File: config.mk
export PLATFORM = sky130hd
export DESIGN_NAME = cbwd_top
export DESIGN_NICKNAME = d
export VERILOG_FILES = /design/src/inc/cbwd_pkg.sv /design/src/rtl/cbwd_osc_div.sv /design/src/rtl/cbwd_prescaler.sv /design/src/rtl/cbwd_top.sv
export SDC_FILE = /design/constraint.sdc
export NUM_CORES = 1
export LEC_CHECK = 0
export ABC_AREA = 1
export BUFFER_PORTS_ARGS = -buffer_cell sky130_fd_sc_hd__buf_2
export CORE_MARGIN = 2
export CORE_UTILIZATION = 45
export DETAILED_ROUTE_END_ITERATION = 10
export GPL_TIMING_DRIVEN = 1
export PLACE_DENSITY = 0.69
export SYNTH_ARGS = -nofsm -noshare
export SYNTH_HDL_FRONTEND = slang
export SYNTH_HIERARCHICAL = 1
export SYNTH_SLANG_ARGS = --single-unit
File: constraint.sdc
create_clock -name mclk_in -period 2.7 [get_ports mclk_in]
set_input_delay 0.54 -clock mclk_in [delete_from_list [all_inputs] [get_ports mclk_in]]
set_output_delay 0.54 -clock mclk_in [all_outputs]
set_load 0.05 [all_outputs]
File: src/inc/cbwd_pkg.sv
/*
 Package for the cell-balancing watchdog: register offset, field positions,
 reset values, prescale codes and timing counts.
 Assumes a 200 MHz system clock (mclk_in).
*/
package cbwd_pkg;
   // Register map.
   localparam logic [7:0]  ACQ_CFG_OFFSET     = 8'h0C;
   localparam logic [15:0] ACQ_CFG_RESET      = 16'h0000;
   localparam logic [11:0] BAL_EN_RESET       = 12'h000;
   localparam int          CNT_LSB            = 8;
   localparam int          CNT_MSB            = 11;
   localparam int          PSEL_LSB           = 12;
   localparam int          PSEL_MSB           = 13;
   localparam int          NUM_CELLS          = 12;
   // Prescale codes.
   localparam logic [1:0]  PSEL_OFF           = 2'h0;
   localparam logic [1:0]  PSEL_1S            = 2'h1;
   localparam logic [1:0]  PSEL_4S            = 2'h2;
   localparam logic [1:0]  PSEL_16S           = 2'h3;
   // Oscillator and tick timing.
   localparam int          CLK_HZ             = 200_000_000;
   localparam int          OSC_HZ             = 32_768;
   localparam int          OSC_HALF_CYC       = CLK_HZ / (2 * OSC_HZ);
   localparam int          OSC_PER_SEC        = OSC_HZ;
   localparam int          TICK4_DIV          = 4;
   localparam int          TICK16_DIV         = 16;
   // Start-up delay after the oscillator runs, in ns then in osc periods.
   localparam int          START_DELAY_NS     = 280_000;
   localparam int          OSC_PERIOD_NS      = 1_000_000_000 / OSC_HZ;
   localparam int          START_DELAY_OSC    = (START_DELAY_NS + OSC_PERIOD_NS - 1)
                                                / OSC_PERIOD_NS;
   // Thermal limit and hysteresis in degrees.
   localparam int          THERM_HYST_DEG     = 15;
   localparam int          THERM_LIMIT_DEG    = 145;
endpackage : cbwd_pkg

File: src/rtl/cbwd_osc_div.sv
/*
 Internal 32.768 kHz oscillator model: divides mclk_in to a one-cycle tick
 at the oscillator rate. Assumes a 200 MHz clock and synchronous reset.
*/
`timescale 1ns/10ps
`default_nettype none
module cbwd_osc_div
   import cbwd_pkg::*;
(
   input  wire logic mclk_in,
   input  wire logic rst_in,
   output var  logic osc_tick_out
);
   logic [12:0] half_ff;
   logic        phase_ff;

   // Two half periods make one oscillator period; a tick marks each rise.
   always_ff @(posedge mclk_in) begin
      if (rst_in) begin
         half_ff      <= 13'h0000;
         phase_ff     <= 1'b0;
         osc_tick_out <= 1'b0;
      end else if (half_ff == 13'(OSC_HALF_CYC - 1)) begin
         half_ff      <= 13'h0000;
         phase_ff     <= ~phase_ff;
         osc_tick_out <= ~phase_ff;
      end else begin
         half_ff      <= half_ff + 13'h0001;
         osc_tick_out <= 1'b0;
      end
   end
endmodule : cbwd_osc_div
`default_nettype wire

File: src/rtl/cbwd_prescaler.sv
/*
 Prescaler: counts oscillator ticks into 1 s, 4 s and 16 s pulses and picks
 one by the prescale select. Restarts when the timer is (re)armed.
*/
`timescale 1ns/10ps
`default_nettype none
module cbwd_prescaler
   import cbwd_pkg::*;
(
   input  wire logic       mclk_in,
   input  wire logic       rst_in,
   input  wire logic       osc_tick_in,
   input  wire logic       restart_in,
   input  wire logic [1:0] psel_in,
   output var  logic       tick_out
);
   logic [14:0] sec_ff;
   logic [3:0]  secs_ff;
   logic        sec_end;

   assign sec_end = osc_tick_in && (sec_ff == 15'(OSC_PER_SEC - 1));

   // Seconds divider from the 32.768 kHz oscillator.
   always_ff @(posedge mclk_in) begin
      if (rst_in || restart_in) begin
         sec_ff  <= 15'h0000;
         secs_ff <= 4'h0;
      end else if (osc_tick_in) begin
         sec_ff  <= sec_end ? 15'h0000 : sec_ff + 15'h0001;
         if (sec_end) begin
            secs_ff <= secs_ff + 4'h1;
         end
      end
   end

   // Tick selection per prescale code.
   always_ff @(posedge mclk_in) begin
      if (rst_in || restart_in) begin
         tick_out <= 1'b0;
      end else begin
         case (psel_in)
            PSEL_1S:  tick_out <= sec_end;
            PSEL_4S:  tick_out <= sec_end && (secs_ff[1:0] == 2'(TICK4_DIV - 1));
            PSEL_16S: tick_out <= sec_end && (secs_ff == 4'(TICK16_DIV - 1));
            default:  tick_out <= 1'b0;
         endcase
      end
   end
endmodule : cbwd_prescaler
`default_nettype wire

File: src/rtl/cbwd_top.sv
/*
 Cell-balancing watchdog: acquisition config timer fields, countdown,
 switch gating, reset-occurred flag and power-up / thermal sequencing.
 Assumes a serial-ladder front end that presents decoded register writes,
 an ack-slot strobe for broadcast reads, and synchronous analog status.
*/
// How it works
// A 4-bit down-counter and 2-bit prescale select live in the upper byte of register 0x0C.
// Prescale 00 stops the timer, 01 ticks each 1 s, 10 each 4 s, 11 each 16 s.
// The timeout spans 0 to 240 s from select and count.
// Writing a non-off select starts the countdown, one step per tick.
// The count is writable and reads return the value caught at the read ack slot.
// The host should rewrite the register with a nonzero count before it expires.
// A zero count while enabled holds switches off until disabled or refreshed nonzero.
// Timeout gates switches by its own path, leaving the enable register untouched.
// Arming with count already zero does not expire; only a step into zero does.
// A reset-occurred flag sets when logic power returns and stays until cleared.
// The regulator enables only with supply present, shutdown off and die not hot; the code ignores supply and shutdown in CBWD_STARTUP.
// Logic and charge pump start 280 us after the oscillator runs.
// Thermal shutdown forces switches off without altering the enable register.
// After thermal shutdown the regulator stays off until the die cools 15 degrees.
// Power-on reset returns all registers to their defaults.
// The 1, 4 and 16 s ticks are divided down from the 32.768 kHz oscillator.
`timescale 1ns/10ps
`default_nettype none
module cbwd_top
   import cbwd_pkg::*;
(
   input  wire logic        mclk_in,
   input  wire logic        rst_in,
   input  wire logic        supply_ok_in,
   input  wire logic        shutdown_input_in,
   input  wire logic [7:0]  die_temp_in,
   input  wire logic        reg_wr_in,
   input  wire logic [7:0]  reg_addr_in,
   input  wire logic [15:0] reg_wdata_in,
   input  wire logic        bal_wr_in,
   input  wire logic [11:0] bal_wdata_in,
   input  wire logic        read_ack_in,
   input  wire logic        status_clr_in,
   output var  logic [15:0] acq_rdata_out,
   output var  logic [11:0] balance_switch_enables_out,
   output var  logic [11:0] switch_drive_out,
   output var  logic        timeout_out,
   output var  logic        reset_occurred_flag_out,
   output var  logic        regulator_en_out,
   output var  logic        logic_active_out,
   output var  logic        charge_pump_en_out
);
   typedef enum logic [3:0] {
      CBWD_WAIT_PWR = 4'b0001,
      CBWD_STARTUP  = 4'b0010,
      CBWD_RUN      = 4'b0100,
      CBWD_THERMAL  = 4'b1000
   } cbwd_state_t;

   cbwd_state_t state_ff;
   cbwd_state_t nxt_state;
   logic [15:0] acq_ff;
   logic [3:0]  count_ff;
   logic        expired_ff;
   logic [3:0]  nxt_count;
   logic        nxt_expired;
   logic [4:0]  start_ff;
   logic        osc_tick;
   logic        tick;
   logic        cfg_wr;
   logic        armed;
   logic        over_temp;
   logic        cooled;
   logic        therm_off;

   assign cfg_wr    = reg_wr_in && (reg_addr_in == ACQ_CFG_OFFSET);
   assign over_temp = die_temp_in > 8'(THERM_LIMIT_DEG);
   assign cooled    = die_temp_in <= 8'(THERM_LIMIT_DEG - THERM_HYST_DEG);
   assign armed     = acq_ff[PSEL_MSB:PSEL_LSB] != PSEL_OFF;
   assign therm_off = (state_ff == CBWD_THERMAL);

   // Internal oscillator.
   cbwd_osc_div u_osc (
      .mclk_in      (mclk_in),
      .rst_in       (rst_in),
      .osc_tick_out (osc_tick)
   );

   // Tick source; restarts on each config write so a refresh gets a full period.
   cbwd_prescaler u_pre (
      .mclk_in     (mclk_in),
      .rst_in      (rst_in),
      .osc_tick_in (osc_tick),
      .restart_in  (cfg_wr),
      .psel_in     (acq_ff[PSEL_MSB:PSEL_LSB]),
      .tick_out    (tick)
   );

   // Power-up and thermal sequencing.
   always_comb begin
      nxt_state = state_ff;
      case (state_ff)
         CBWD_WAIT_PWR: begin
            if (supply_ok_in && !shutdown_input_in && !over_temp) begin
               nxt_state = CBWD_STARTUP;
            end
         end
         CBWD_STARTUP: begin
            if (over_temp) begin
               nxt_state = CBWD_THERMAL;
            end else if (start_ff == 5'(START_DELAY_OSC)) begin
               nxt_state = CBWD_RUN;
            end
         end
         CBWD_RUN: begin
            if (over_temp) begin
               nxt_state = CBWD_THERMAL;
            end else if (!supply_ok_in || shutdown_input_in) begin
               nxt_state = CBWD_WAIT_PWR;
            end
         end
         CBWD_THERMAL: begin
            if (cooled) begin
               nxt_state = CBWD_WAIT_PWR;
            end
         end
         default: nxt_state = CBWD_WAIT_PWR;
      endcase
   end

   always_ff @(posedge mclk_in) begin
      if (rst_in) begin
         state_ff <= CBWD_WAIT_PWR;
      end else begin
         state_ff <= nxt_state;
      end
   end

   // Oscillator periods counted since the regulator came up.
   always_ff @(posedge mclk_in) begin
      if (rst_in || state_ff != CBWD_STARTUP) begin
         start_ff <= 5'h00;
      end else if (osc_tick && start_ff != 5'(START_DELAY_OSC)) begin
         start_ff <= start_ff + 5'h01;
      end
   end

   // Sequencing outputs.
   always_ff @(posedge mclk_in) begin
      if (rst_in) begin
         regulator_en_out   <= 1'b0;
         logic_active_out   <= 1'b0;
         charge_pump_en_out <= 1'b0;
      end else begin
         regulator_en_out   <= (nxt_state == CBWD_STARTUP) || (nxt_state == CBWD_RUN);
         logic_active_out   <= (nxt_state == CBWD_RUN);
         charge_pump_en_out <= (nxt_state == CBWD_RUN);
      end
   end

   // Config register; the timer count lives apart so it can step down.
   always_ff @(posedge mclk_in) begin
      if (rst_in) begin
         acq_ff <= ACQ_CFG_RESET;
      end else if (cfg_wr) begin
         acq_ff <= reg_wdata_in;
      end
   end

   // Countdown and expiry.
   always_comb begin
      nxt_count   = count_ff;
      nxt_expired = expired_ff;
      if (cfg_wr) begin
         nxt_count = reg_wdata_in[CNT_MSB:CNT_LSB];
         if (reg_wdata_in[PSEL_MSB:PSEL_LSB] == PSEL_OFF ||
             reg_wdata_in[CNT_MSB:CNT_LSB] != 4'h0) begin
            nxt_expired = 1'b0;
         end
         // Arming with zero count starts no timeout; a pending one is kept.
      end else if (armed && tick && count_ff != 4'h0) begin
         nxt_count = count_ff - 4'h1;
         if (count_ff == 4'h1) begin
            nxt_expired = 1'b1;
         end
      end
   end

   always_ff @(posedge mclk_in) begin
      if (rst_in) begin
         count_ff   <= ACQ_CFG_RESET[CNT_MSB:CNT_LSB];
         expired_ff <= 1'b0;
      end else begin
         count_ff   <= nxt_count;
         expired_ff <= nxt_expired;
      end
   end

   // Read data, with the count sampled at the broadcast read ack slot.
   always_ff @(posedge mclk_in) begin
      if (rst_in) begin
         acq_rdata_out <= ACQ_CFG_RESET;
      end else if (read_ack_in) begin
         acq_rdata_out <= {acq_ff[15:12], count_ff, acq_ff[7:0]};
      end
   end

   // Balance enables and gated switch drive.
   always_ff @(posedge mclk_in) begin
      if (rst_in) begin
         balance_switch_enables_out <= BAL_EN_RESET;
         switch_drive_out           <= 12'h000;
         timeout_out                <= 1'b0;
      end else begin
         if (bal_wr_in) begin
            balance_switch_enables_out <= bal_wdata_in;
         end
         timeout_out <= nxt_expired;
         if (nxt_expired || therm_off || over_temp || state_ff != CBWD_RUN) begin
            switch_drive_out <= 12'h000;
         end else begin
            switch_drive_out <= bal_wr_in ? bal_wdata_in : balance_switch_enables_out;
         end
      end
   end

   // Reset-occurred flag: set on logic power return, set wins over clear.
   always_ff @(posedge mclk_in) begin
      if (rst_in) begin
         reset_occurred_flag_out <= 1'b0;
      end else if (nxt_state == CBWD_RUN && state_ff != CBWD_RUN) begin
         reset_occurred_flag_out <= 1'b1;
      end else if (status_clr_in) begin
         reset_occurred_flag_out <= 1'b0;
      end
   end

   // Checks.
   expire_hold_a: assert property (@(posedge mclk_in) disable iff (rst_in)
      timeout_out |-> switch_drive_out == 12'h000) else $error("switches on in timeout");
   zero_step_a: assert property (@(posedge mclk_in) disable iff (rst_in)
      (armed && tick && count_ff == 4'h1 && !cfg_wr) |=> timeout_out)
      else $error("no expiry");
   // A zero-count write never starts a timeout; it keeps one only while the timer stays on.
   arm_zero_a: assert property (@(posedge mclk_in) disable iff (rst_in)
      (cfg_wr && reg_wdata_in[CNT_MSB:CNT_LSB] == 4'h0) |=>
      timeout_out == ($past(timeout_out) && armed)) else $error("arm at zero expired");
   bal_keep_a: assert property (@(posedge mclk_in) disable iff (rst_in)
      (!bal_wr_in) |=> $stable(balance_switch_enables_out)) else $error("enables changed");
   count_step_a: assert property (@(posedge mclk_in) disable iff (rst_in)
      (armed && tick && !cfg_wr && count_ff != 4'h0) |=> count_ff == $past(count_ff) - 4'h1)
      else $error("count step wrong");
   off_hold_a: assert property (@(posedge mclk_in) disable iff (rst_in)
      (!armed && !cfg_wr) |=> $stable(count_ff)) else $error("count moved when off");
   therm_off_a: assert property (@(posedge mclk_in) disable iff (rst_in)
      therm_off |=> !regulator_en_out && switch_drive_out == 12'h000)
      else $error("thermal not off");
   rst_flag_a: assert property (@(posedge mclk_in) disable iff (rst_in)
      (nxt_state == CBWD_RUN && state_ff != CBWD_RUN) |=> reset_occurred_flag_out)
      else $error("flag not set");
   pump_late_a: assert property (@(posedge mclk_in) disable iff (rst_in)
      $rose(charge_pump_en_out) |-> $past(start_ff) == 5'(START_DELAY_OSC))
      else $error("pump early");
   read_val_a: assert property (@(posedge mclk_in) disable iff (rst_in)
      read_ack_in |=> acq_rdata_out[11:8] == $past(count_ff)) else $error("bad read");
   expire_c: cover property (@(posedge mclk_in) $rose(timeout_out));
   thermal_c: cover property (@(posedge mclk_in) $rose(therm_off));
   refresh_c: cover property (@(posedge mclk_in) timeout_out ##1 cfg_wr);
endmodule : cbwd_top
`default_nettype wire

==> metrics.cfg <==
[synth]
syn_nets = 721
synth-main-ff-cell = dfxtp_1
netlist_top_cells_count = nand2_1, nor2_1, dfxtp_1
synth_edf_count = 0
synth-seq-cells = 104
synthTopCellsByArea = dfxtp_1, nand2_1, nor2_1, inv_1, nand3_1
syn_area_um2 = 4770
syn_area_per_cell_um2 = 7.22
synthCells = 661
yosysMostFrequentCell = nand2_1
synth_cell_types = 33
synthArstFlopShare_pct = 0
yosysWarnings = 6
yosysSeqAreaShare_pct = 43.7
yosysTopAreaCellShare_pct = 43.7
synth_area_leader_cell = dfxtp_1

[layout]
fin_nets = 813
regArea_um2 = 2080
multi_input_area_um2 = 2270
nFillCells = 1016
area_growth_pct = 15.7
fin_area_um2 = 5520
final_layout_size_suffix_gt1_share_pct = 23.1
antennaDiodeCount = 0

[setup_path]
path_buf_inv = 4
crit_path_cell_trace = buf_2 -> inv_1 -> nand2_1 -> nor2_2 -> nand3_2 -> inv_2 -> nor2_2 -> inv_1 -> nor2_4 -> nand3_1 -> nand2_1
r2r-end = switch_drive_out[0]$_SDFF_PP0_
cp_slowest_cell = inv_2
r2r_setup_slack_ns = 1.03
critPathTopFamily = simple AND/OR/NAND/NOR gates
cp_max_fo = 17
cp-start-kind = input pin
worstPathArrival_ns = 1.94
critical_path.max_stage_delay_ns = 0.28
r2r_cells = 8
cp.depth = 11
critPathRequiredTime_ns = 2.96
rr_startpoint = count_ff[0]$_SDFFE_PP0P_
end_kind = flop
worstSetupPathType = in2reg

[sta]
setup_tns_ns = 0
rsz0062_at_grt = no
slew_viol_final = 0
tightest_slew_ns = 0.492
setup_viol = 0
hold_viol = 0
slew_headroom_pct = 67.1
min_period_over_period_pct = 62.1
clock.fmax_mhz = 596
whs_ns = 0.362
post-route-min-period_ns = 1.68
fin_worst_skew_ns = 0.0137

[placed_design]
dp_hpwl_um = 7830
gp_congestion = 0.806
io_buffers = 96
dpl_cell_area_um2 = 5330

[global_routing]
grt_first_pass_wirelength_um = 17000
grt_pass1_vias = 4016
grt-ovfl-total = 0
grt_max_degree = 38
grt_usage_pct = 18.1
antenna_found_initial = 0

[route]
route.antenna.remaining_nets = 0
drtPass1Iterations = 4
top_layer_used = met4
vias_per_cell = 4.77
wl_met2_um = 4860
wire_per_inst_um = 11.5
wl_met1_um = 4710
drt_iter0_markers = 188
wl_met3_um = 462
routed_wl_um = 10200
vias = 4264
drc = 0

[clock_network]
cts_buffer_depth = 2
ctsHoldBuffers = 0
cts_tree = yes
clk_latency_ns = 0.37
clk_transition_reported_paths_ns = 0.10
cts_sinks = 104
h-tree-depth = 3
post_cts_buffers = 0
numCtsBuffers = 9
cts_resized = 0
clock_tree.root_cell = clkbuf_8

[min_path]
hold_depth = 2
min_to = reset_occurred_flag_out$_SDFFE_PP0P_
hp-class = in2reg
hold_start = status_clr_in

[power_and_ir_drop]
p_leak_nw = 2.51
ir_drop_mv = 0.241
p_per_area_nw_per_um2 = 504

[run_status]
status = completed

[job]
cap_viol_max_count = 0

[floorplan]
fp-row-count = 37
io-pin-count = 97
die_y_um = 107
initial_core_util_pct = 46.2
die_w_um = 107
die_area_um2 = 11400
core-area_um2 = 10300

==> state kept, by name, summed over array words and instances, names as in the netlist <==
signal	count
u_pre/sec_ff	15
u_osc/phase_ff	1
switch_drive_out	12
state_ff	4
reset_occurred_flag_out	1
balance_switch_enables_out	12
u_osc/osc_tick_out	1
u_pre/tick_out	1
timeout_out	1
u_osc/half_ff	13
acq_ff	12
charge_pump_en_out	1
start_ff	5
acq_rdata_out	16
count_ff	4
regulator_en_out	1
u_pre/secs_ff	4
==> per-layer routing <==
layer	vias to the layer above	track usage, %
li1	2243	-
met1	1911	21.9
met2	93	32.0
met3	17	2.86
met4	0	7.05
met5	-	0
==> report_power, final <==
part / internal, mW / switching, mW / leakage [nW]
logic: 0.0819 / 0.198 / 1.58
registers: 1.56 / 0.0164 / 0.844
clock network: 0.355 / 0.568 / 0.0945
==> per-stage QoR <==
stage / utilization, % / power [mW] / instances / setup slack [ns]
2_1_floorplan: - / 1.81 / 661 / 0.985
3_3_place_gp: 51.6 / 1.89 / 878 / 0.678
3_5_place_dp: 51.6 / 1.90 / 878 / 0.624
4_1_cts: 53.4 / 2.82 / 894 / 1.02
5_1_grt: 53.4 / 2.90 / 894 / 0.841
6_report: 53.4 / 2.78 / 894 / 1.02
==> worst max-delay path by stage <==
stage                    from                             to  slack (ns)
2_1_floorplan  reg_addr_in[6]   u_pre/sec_ff[5]$_SDFFE_PP0P_        0.98
3_3_place_gp   reg_addr_in[6]  u_pre/sec_ff[14]$_SDFFE_PP0P_        0.68
3_5_place_dp   reg_addr_in[6]   u_pre/sec_ff[1]$_SDFFE_PP0P_        0.62
4_1_cts        reg_addr_in[6]   u_pre/sec_ff[1]$_SDFFE_PP0P_        1.02
5_1_grt             reg_wr_in   u_pre/sec_ff[8]$_SDFFE_PP0P_        0.84
6_report       reg_addr_in[6]   u_pre/sec_ff[1]$_SDFFE_PP0P_        1.02
==> logic make-up after synthesis <==
| group | Yosys count | synth area share [%] |
|---|---|---|
| AOI/OAI and AO/OA | 65 | 7.21 |
| adders and majority gates | 8 | 2.10 |
| xor gates and xnor gates | 11 | 2.02 |
| and+or+nand+nor | 372 | 36.2 |
| DFF | 104 | 43.7 |
| buffers and inverters | 101 | 8.81 |
==> placed cells by master, fill, tap and decap left out, types with 5 or more instances in the layout <==
master    Yosys  routed
a21oi_1      21      21
buf_2         2      96
clkbuf_8      0       9
dfxtp_1     104     104
ha_1          8       8
inv_1        81      81
nand2_1     136     136
nand2_2       6       6
nand3_1      44      44
nand3_2       5       5
nand4_1       8       8
nor2_1      117     117
nor2_2       28      28
nor2_4        8       8
nor3_1       10      10
o21ai_0      35      35
xor2_1        7       7
==> cell type report <==
class	instances	area share [%]
Tap cell	136	3.08
Clock buffer	9	2.25
Multi-Input combinational cell	456	41.1
Sequential cell	104	37.7
Clock inverter	7	1.20
Inverter	85	5.78
Timing Repair Buffer	97	8.85
(Power assumes the default switching activity.)
